## src/common/atc_defines.svh

```systemverilog
/*
 * Constants for the acquisition trigger control: field widths, reset values,
 * timing figures in their own units and the cycle counts derived from them.
 * Assumes a single 25 MHz clock.
 */
`ifndef ATC_DEFINES_SVH
`define ATC_DEFINES_SVH

`define ATC_CLK_MHZ          25
`define ATC_US_W             20
`define ATC_PERIOD_W         32
`define ATC_CNT_W            32
`define ATC_CYC_PER_US       (`ATC_CLK_MHZ)
`define ATC_DELAY_DEFAULT_US 20'h0_03E8
`define ATC_ZERO_US          20'h0_0000
`define ATC_ZERO_CNT         32'h0000_0000
`define ATC_ONE_CNT          32'h0000_0001

`endif

```

## src/common/atc_pkg.sv

```systemverilog
/*
 * Types for the acquisition trigger control.
 * Assumes atc_defines.svh is on the include path.
 */
`default_nettype none
`include "atc_defines.svh"

package atc_pkg;

	typedef enum logic { ATC_ONE_SHOT, ATC_FREE_RUNNING } atc_acq_mode_t;
	typedef enum logic { ATC_EDGE_RISING, ATC_EDGE_FALLING } atc_edge_t;
	typedef enum logic { ATC_EXP_TIMED, ATC_EXP_PULSE_WIDTH } atc_exp_mode_t;

	typedef struct packed {
		logic                      legacy_mode;
		atc_acq_mode_t             acq_mode;
		logic                      start_trigger_mode_on;
		logic                      frame_trigger_mode_on;
		atc_edge_t                 trigger_edge_select;
		atc_exp_mode_t             exp_mode;
		logic                      frame_rate_limit_enable;
		logic [`ATC_PERIOD_W-1:0]  frame_rate_limit_period;
		logic [`ATC_PERIOD_W-1:0]  max_rate_period;
		logic [`ATC_US_W-1:0]      exposure_time_setting;
		logic [`ATC_US_W-1:0]      trigger_delay_us;
	} atc_cfg_t;

	typedef struct packed {
		logic waiting;
		logic exposing;
		logic frame_start;
		logic overtrigger;
	} atc_status_t;

endpackage

`default_nettype wire

```

## src/hw/atc_trigger_ctrl.sv

```systemverilog
/*
 * Acquisition trigger control: acquisition start/stop, internal legacy
 * trigger generation with rate limit, hardware frame start trigger with
 * edge choice, delay, timed or pulse-width exposure and overtrigger.
 * Assumes the host holds configuration stable while acquisition runs and
 * that the trigger input is asynchronous to I_CLK.
 */
// Notes on behaviour
// RULE1: first power-up runs acquisition control in legacy mode.
// RULE2: legacy start trigger acts as the frame start trigger.
// RULE3: while waiting, each start trigger starts one frame.
// RULE4: host sets acquisition mode, then issues acquisition start.
// RULE5: start trigger mode is off or on.
// RULE6: mode off means triggers are made internally.
// RULE7: mode off, one-shot: one internal trigger per start command.
// RULE8: mode off, free-running: triggers continue until stop command.
// RULE9: rate limit disabled: trigger at maximum allowed rate.
// RULE10: rate limit enabled and slower: trigger at programmed rate.
// RULE11: rate limit faster than maximum: clamp to maximum rate.
// RULE12: start triggers count only while waiting.
// RULE13: mode off: exposure length comes from exposure setting.
// RULE14: rising edge, timed: frame starts when input goes high.
// RULE15: hardware frame trigger delayed by programmable microseconds.
// RULE16: rate limit disabled: rate follows external triggers.
// RULE17: host sets exposure setting to shortest pulse-width exposure.
// RULE18: trigger during timed exposure ignored, overtrigger raised.
// RULE19: pulse-width exposure runs from active to opposite edge.
// RULE20: triggers outside waiting status are dropped, never queued.
`default_nettype none
`include "atc_defines.svh"

module atc_trigger_ctrl
	import atc_pkg::*;
(
	// clock and reset
	input  wire logic                I_CLK,
	input  wire logic                I_RST_B,
	// host commands and settings
	input  wire logic                i_acq_start,
	input  wire logic                i_acq_stop,
	input  wire atc_pkg::atc_cfg_t   i_cfg,
	// trigger line from outside
	input  wire logic                i_external_frame_trigger_input,
	// status and events
	output atc_pkg::atc_status_t     o_status,
	output logic                     o_legacy_active
);
	import atc_pkg::*;

	typedef enum logic [2:0] { ATC_IDLE, ATC_WAIT, ATC_DELAY, ATC_EXPOSE,
		ATC_HOLD } atc_state_t;

	////////////////////////////////////////////////////////////////////////
	// input synchroniser and edge detect
	logic sync_a;
	logic sync_b;
	logic line_q;

	always_ff @(posedge I_CLK or negedge I_RST_B)
	begin
		if (!I_RST_B)
		begin
			sync_a <= 1'b0;
			sync_b <= 1'b0;
			line_q <= 1'b0;
		end
		else
		begin
			sync_a <= i_external_frame_trigger_input;
			sync_b <= sync_a;
			line_q <= sync_b;
		end
	end

	function automatic logic edge_hit(input logic now, input logic was,
		input atc_edge_t sel);
		edge_hit = (sel == ATC_EDGE_RISING) ? (now & ~was) : (~now & was);
	endfunction

	logic active_edge;
	logic opposite_edge;
	atc_edge_t other_sel;
	assign other_sel     = (i_cfg.trigger_edge_select == ATC_EDGE_RISING) ?
		ATC_EDGE_FALLING : ATC_EDGE_RISING;
	// RULE14: selected edge starts frame
	assign active_edge   = edge_hit(sync_b, line_q, i_cfg.trigger_edge_select);
	assign opposite_edge = edge_hit(sync_b, line_q, other_sel);

	////////////////////////////////////////////////////////////////////////
	// legacy mode flag
	logic legacy;
	// RULE1: legacy after reset
	always_ff @(posedge I_CLK or negedge I_RST_B)
	begin
		if (!I_RST_B)
			legacy <= 1'b1;
		else
			legacy <= i_cfg.legacy_mode;
	end

	////////////////////////////////////////////////////////////////////////
	// internal trigger rate
	function automatic logic [`ATC_PERIOD_W-1:0] pick_period(input atc_cfg_t c);
		// RULE9: unlimited runs at maximum rate
		if (!c.frame_rate_limit_enable)
			pick_period = c.max_rate_period;
		// RULE11: clamp faster request to maximum
		else if (c.frame_rate_limit_period < c.max_rate_period)
			pick_period = c.max_rate_period;
		// RULE10: programmed rate when slower
		else
			pick_period = c.frame_rate_limit_period;
	endfunction

	////////////////////////////////////////////////////////////////////////
	// main sequencer
	atc_state_t             state;
	atc_state_t             next_state;
	logic                   running;
	logic                   next_running;
	logic [`ATC_PERIOD_W-1:0] rate_cnt;
	logic [`ATC_PERIOD_W-1:0] next_rate_cnt;
	logic                   fired;
	logic                   next_fired;
	logic                   frame_start;
	logic                   next_frame_start;
	logic                   overtrig;
	logic                   next_overtrig;

	logic                   delay_load;
	logic                   exp_load;
	logic                   delay_done;
	logic                   exp_busy;
	logic                   exp_done;
	logic                   internal_src;
	logic                   rate_ok;
	logic                   trig;

	// RULE2: in legacy the start trigger is the frame trigger
	// RULE5: start trigger mode off or on
	assign internal_src = legacy ? ~i_cfg.start_trigger_mode_on :
		~i_cfg.frame_trigger_mode_on;
	// period ends in the cycle the counter reads one
	assign rate_ok      = (rate_cnt <= `ATC_ONE_CNT);
	// RULE6: internal trigger when mode off
	// RULE7: one-shot gives a single trigger
	// RULE16: line triggers bypass rate counter
	assign trig = internal_src ? (running && rate_ok &&
		!(i_cfg.acq_mode == ATC_ONE_SHOT && fired)) : active_edge;

	atc_us_timer u_delay
	(
		.i_clk  (I_CLK),
		.i_rst_b(I_RST_B),
		.i_load (delay_load),
		.i_us   (i_cfg.trigger_delay_us),
		.o_busy (),
		.o_done (delay_done)
	);

	atc_us_timer u_expose
	(
		.i_clk  (I_CLK),
		.i_rst_b(I_RST_B),
		.i_load (exp_load),
		.i_us   (i_cfg.exposure_time_setting),
		.o_busy (exp_busy),
		.o_done (exp_done)
	);

	always_comb
	begin
		next_state       = state;
		next_running     = running;
		next_rate_cnt    = (rate_cnt == `ATC_ZERO_CNT) ? rate_cnt :
			rate_cnt - `ATC_ONE_CNT;
		next_fired       = fired;
		next_frame_start = 1'b0;
		next_overtrig    = 1'b0;
		delay_load       = 1'b0;
		exp_load         = 1'b0;
		// RULE8: run until stop command
		if (i_acq_stop)
			next_running = 1'b0;
		else if (i_acq_start)
		begin
			next_running = 1'b1;
			next_fired   = 1'b0;
		end
		unique case (state)
			ATC_IDLE:
				if (next_running)
					next_state = ATC_WAIT;
			ATC_WAIT:
				// RULE3: one frame per trigger
				// RULE12: triggers act only here
				if (!running)
					next_state = ATC_IDLE;
				else if (trig)
				begin
					next_fired    = 1'b1;
					next_rate_cnt = pick_period(i_cfg);
					if (!internal_src)
					begin
						// RULE15: hardware trigger delayed
						delay_load = 1'b1;
						next_state = ATC_DELAY;
					end
					else
					begin
						// RULE13: exposure from setting
						exp_load         = 1'b1;
						next_frame_start = 1'b1;
						next_state       = ATC_EXPOSE;
					end
				end
			ATC_DELAY:
				if (delay_done)
				begin
					exp_load         = 1'b1;
					next_frame_start = 1'b1;
					next_state       = (!internal_src &&
						i_cfg.exp_mode == ATC_EXP_PULSE_WIDTH) ? ATC_HOLD :
						ATC_EXPOSE;
				end
			ATC_EXPOSE:
			begin
				// RULE18: overtrigger while exposing
				// RULE20: dropped, not queued
				if (!internal_src && active_edge &&
					i_cfg.exp_mode == ATC_EXP_TIMED)
					next_overtrig = 1'b1;
				if (exp_done)
					next_state = next_running ? ATC_WAIT : ATC_IDLE;
			end
			ATC_HOLD:
				// RULE19: expose until opposite edge
				if (opposite_edge)
					next_state = next_running ? ATC_WAIT : ATC_IDLE;
			default:
				next_state = ATC_IDLE;
		endcase
	end

	always_ff @(posedge I_CLK or negedge I_RST_B)
	begin
		if (!I_RST_B)
		begin
			state       <= ATC_IDLE;
			running     <= 1'b0;
			rate_cnt    <= `ATC_ZERO_CNT;
			fired       <= 1'b0;
			frame_start <= 1'b0;
			overtrig    <= 1'b0;
		end
		else
		begin
			state       <= next_state;
			running     <= next_running;
			rate_cnt    <= next_rate_cnt;
			fired       <= next_fired;
			frame_start <= next_frame_start;
			overtrig    <= next_overtrig;
		end
	end

	////////////////////////////////////////////////////////////////////////
	// outputs
	assign o_status = '{
		waiting:     (state == ATC_WAIT),
		exposing:    (state == ATC_EXPOSE) || (state == ATC_HOLD),
		frame_start: frame_start,
		overtrigger: overtrig
	};
	assign o_legacy_active      = legacy;
endmodule

`default_nettype wire

```

## src/hw/atc_us_timer.sv

```systemverilog
/*
 * Microsecond-programmed one-shot timer: load starts it, done pulses once.
 * Assumes load is a single-cycle pulse on the same clock.
 */
`default_nettype none
`include "atc_defines.svh"

module atc_us_timer
(
	// clock and reset
	input  wire logic                  i_clk,
	input  wire logic                  i_rst_b,
	// control
	input  wire logic                  i_load,
	input  wire logic [`ATC_US_W-1:0]  i_us,
	// result
	output logic                       o_busy,
	output logic                       o_done
);
	logic [`ATC_CNT_W-1:0] cnt;
	logic [`ATC_CNT_W-1:0] next_cnt;
	logic                  busy;
	logic                  next_busy;
	logic                  last;

	// done shows in the final counted cycle, so the count is exact
	assign last = busy && (cnt <= `ATC_ONE_CNT);

	always_comb
	begin
		next_cnt  = cnt;
		next_busy = busy;
		if (i_load)
		begin
			next_cnt  = `ATC_CNT_W'(i_us) * `ATC_CNT_W'(`ATC_CYC_PER_US);
			next_busy = 1'b1;
		end
		else if (last)
		begin
			next_busy = 1'b0;
			next_cnt  = `ATC_ZERO_CNT;
		end
		else if (busy)
			next_cnt = cnt - `ATC_ONE_CNT;
	end

	always_ff @(posedge i_clk or negedge i_rst_b)
	begin
		if (!i_rst_b)
		begin
			cnt  <= `ATC_ZERO_CNT;
			busy <= 1'b0;
		end
		else
		begin
			cnt  <= next_cnt;
			busy <= next_busy;
		end
	end

	assign o_busy = busy;
	assign o_done = last;
endmodule

`default_nettype wire

```

## config.mk

```make
export PLATFORM = sky130hd
export DESIGN_NAME = atc_trigger_ctrl
export DESIGN_NICKNAME = d
export VERILOG_FILES = /design/src/common/atc_pkg.sv /design/src/hw/atc_trigger_ctrl.sv /design/src/hw/atc_us_timer.sv
export VERILOG_INCLUDE_DIRS = /design/src /design/src/common
export SDC_FILE = /design/constraint.sdc
export NUM_CORES = 1
export LEC_CHECK = 0
export BUFFER_PORTS_ARGS = -buffer_cell sky130_fd_sc_hd__buf_2
export CAP_MARGIN = 40
export CORE_MARGIN = 3
export CORE_UTILIZATION = 48
export DETAILED_ROUTE_END_ITERATION = 6
export PLACE_DENSITY = 0.71
export SYNTH_ARGS = -nofsm -noshare
export SYNTH_HDL_FRONTEND = slang
export SYNTH_SLANG_ARGS = --single-unit
```

## constraint.sdc

```tcl
create_clock -name I_CLK -period 3.98 [get_ports I_CLK]
set_clock_uncertainty 0.05 [all_clocks]
set_input_delay 0.597 -clock I_CLK [delete_from_list [all_inputs] [get_ports I_CLK]]
set_output_delay 0.597 -clock I_CLK [all_outputs]
set_load 0.01 [all_outputs]
```

==> out/qor.yml <==
run_status:
  status: "finished clean"
worst_setup_path:
  critPathArrivalTime_ns: 3.95
  rrSetupSlack_ns: 0.58
  rr_endpoint: "rate_cnt[0]"
  cpPeakStageDelay_ns: 0.59
  crit_chain: "buf_2 > ha_1 > ha_1 > inv_1 > fa_1 > inv_1 > ha_1 > o21ai_0 > o21ai_1 > nand2_1 > o221ai_1 > a41oi_1 > o21bai_1 > or4b_2 > o211ai_1"
  worstRegToRegCells: 9
  startpoint_type: "primary input"
  crit_slowest_cell: "or4b_2"
  crit_top_cell: "ha_1"
  path_class: "primary input to flip-flop"
  worstPathRequired_ns: 4.19
  crit_fanout: 4
  end_kind: "flip-flop"
  r2r_start: "rate_cnt[15]"
cells_and_area:
  final_cells: 1873
  multiInputGateArea_sq_um: 7950
  area_delta_synth_final_pct: 14.2
  regArea_sq_um: 2730
  nFillCells: 2219
  final_nets: 1862
  antenna_cells: 0
  drive_gt1_frac: 0.147
synth:
  synth_edf_count: 0
  synth_common_cells: "inv_1, ha_1, dfrtp_1"
  yosysWarnings: 0
  ys_seq_area_frac: 0.236
  syn_avg_cell_area_sq_um: 8.21
  synth_top_area_frac: 0.234
  postSynthCellCount: 1409
  synth_top_area_cell: "dfrtp_1"
  yosysMostFrequentCell: "inv_1"
  async_flop_share: 1.00
  synthFlopType: "dfrtp_1"
  syn_area_sq_um: 11600
  synth_area_leaders: "dfrtp_1, ha_1, inv_1"
  synth.net_count: 1722
  ys_seq_elements: 109
  yosysUniqueCellTypes: 68
flow_run:
  maxCapViolCount: 0
grt:
  use_met3: 0.0192
  grtUsageTotal: 0.204
  antenna_found_initial: 0
  overflow: 0
  grtUsageMet1: 0.286
  use_met2: 0.342
  grt_pass1_wl_microns: 45300
  gr-max-usage-layer: "met2"
  grt_max_degree: 63
  grt_pass1_vias: 9810
clocking:
  numCtsBuffers: 9
  clockBufferDepth: 2
  cts_root_buf: "clkbuf_16"
  postCtsSetupBuffers: 0
  cts_tree: "built"
  cts_max_level: 3
  worstSkewPairLatency_ns: 0.35
  ctsHoldBuffers: 0
  cts_sinks: 109
  clk_pin_slew_ns: 0.08
sta:
  tightest_slew_ns: 0.801
  hold_ws_ns: 0.206
  rsz0062_at_grt: "no"
  slew_headroom: 0.464
  final_hold_viol_count: 0
  setup_viol: 0
  layout_min_cycle_time_ns: 3.73
  slew_violations: 0
  finalCritPeriodShare: 0.938
  clock.fmax_mhz: 268
  tns_ns: 0
floorplanning:
  start_util: 0.490
  dieArea_sq_um: 26000
  rows: 56
  ios: 121
  core_sq_um: 23600
  die_h_microns: 161
  die_w_microns: 161
placement:
  placedCellCount: 1857
  place.gp.congestion: 0.857
  io_buffers: 120
  dp_hpwl_microns: 21300
power:
  peakVddDrop_mv: 0.207
  cellPowerDensity_nw_per_um2: 268
  p_leak_nw: 6.47
hold_path:
  min_path_type: "primary input to asynchronous set/reset pin"
route:
  num_vias: 10400
  route.detailed.drc: 0
  wirelength_microns: 26700
  wl_per_cell_microns: 14.3
  first_iter_violations: 495
  final_antenna_net_count: 0
  vias_per_cell: 5.53
  drtPass1Iterations: 5
## layout make-up
| cell class | instances | share of cell area |
|---|---|---|
| Clock inverter | 3 | 0.00322 |
| Sequential cell | 109 | 0.207 |
| Tap cell | 319 | 0.0302 |
| Clock buffer | 13 | 0.0205 |
| Multi-Input combinational cell | 1059 | 0.602 |
| Inverter | 190 | 0.0540 |
| Timing Repair Buffer | 180 | 0.0832 |
## sequential cells by signal (all words and copies together), names as in the netlist, 3 cells and up
name,count
rate_cnt,32
u_expose.cnt,32
u_delay.cnt,32
state,3
## kinds of logic after synthesis
| family | after synthesis | synth area share |
|---|---|---|
| AND/OR/NAND/NOR | 456 | 0.202 |
| AO/OA/AOI/OAI | 306 | 0.172 |
| buffers and inverters | 241 | 0.0796 |
| adder cells (fa/ha/maj) | 197 | 0.233 |
| flip-flops | 109 | 0.236 |
| XOR/XNOR | 87 | 0.0659 |
| multiplexers | 13 | 0.0120 |
## metrics by stage
stage,setup WS (ns),power (W),cell area (sq um),util
floorplan,0.0825,0.00213,11600,-
global placement,-0.128,0.00257,12900,0.545
detailed placement,-0.178,0.00261,12900,0.546
CTS,0.177,0.00356,13200,0.559
global route,0.0317,0.00382,13200,0.559
finish,0.245,0.00354,13200,0.559
## worst max-delay path by stage
stage                     startpoint              end  cells after the start
after floorplan             i_cfg[3]  u_delay.cnt[24]                     14
after global placement      i_cfg[3]  u_delay.cnt[24]                     15
after detailed placement    i_cfg[3]  u_delay.cnt[24]                     15
after CTS                   i_cfg[3]  u_delay.cnt[24]                     15
after global routing        i_cfg[3]  u_delay.cnt[24]                     15
final                       i_cfg[3]  u_delay.cnt[24]                     15
## where the power goes
| group | internal, W | leakage (nW) | total [W] | switching (W) |
|---|---|---|---|---|
| registers | 0.00111 | 1.24 | 0.00111 | 0.00000274 |
| clock network | 0.000540 | 0.152 | 0.000955 | 0.000415 |
| logic | 0.000672 | 5.07 | 0.00147 | 0.000802 |
## placed cells by master, fill, tap and decap left out, drive strengths merged, types with 8 or more instances in the layout
master  count
or3        21
nor2      108
or2         9
o211ai     15
or4        14
dfrtp     108
nand3      30
o22ai      19
xnor2      35
nor2b       8
inv       190
nand2      87
ha        167
fa         30
and3       11
o31ai      25
xor2       52
o21ai      84
nand4      10
nor3       66
nand2b     11
a21o       26
nor4       55
buf       180
a211oi     24
clkbuf     13
a21oi      54
nor3b      10
## worst max-delay path, delay by kind of cell
| kind | cells | cell delay (ns) |
|---|---|---|
| adder cells (fa/ha/maj) | 4 | 1.39 |
| AO/OA/AOI/OAI | 6 | 1.06 |
| AND/OR/NAND/NOR | 2 | 0.68 |
| buffers and inverters | 3 | 0.21 |
## per-layer routing
| layer | part of all wire | up-vias |
|---|---|---|
| li1 | - | 5276 |
| met1 | 0.48 | 4843 |
| met2 | 0.47 | 204 |
| met3 | 0.035 | 28 |
| met4 | 0.014 | 0 |
| met5 | 0 | - |
## repair_timing
item,in CTS,in global routing
gates resized for setup,0,2
endpoints found under the hold margin,0,0
setup endpoints to repair,0,3
Note: power is estimated with default switching activity, not from simulation.
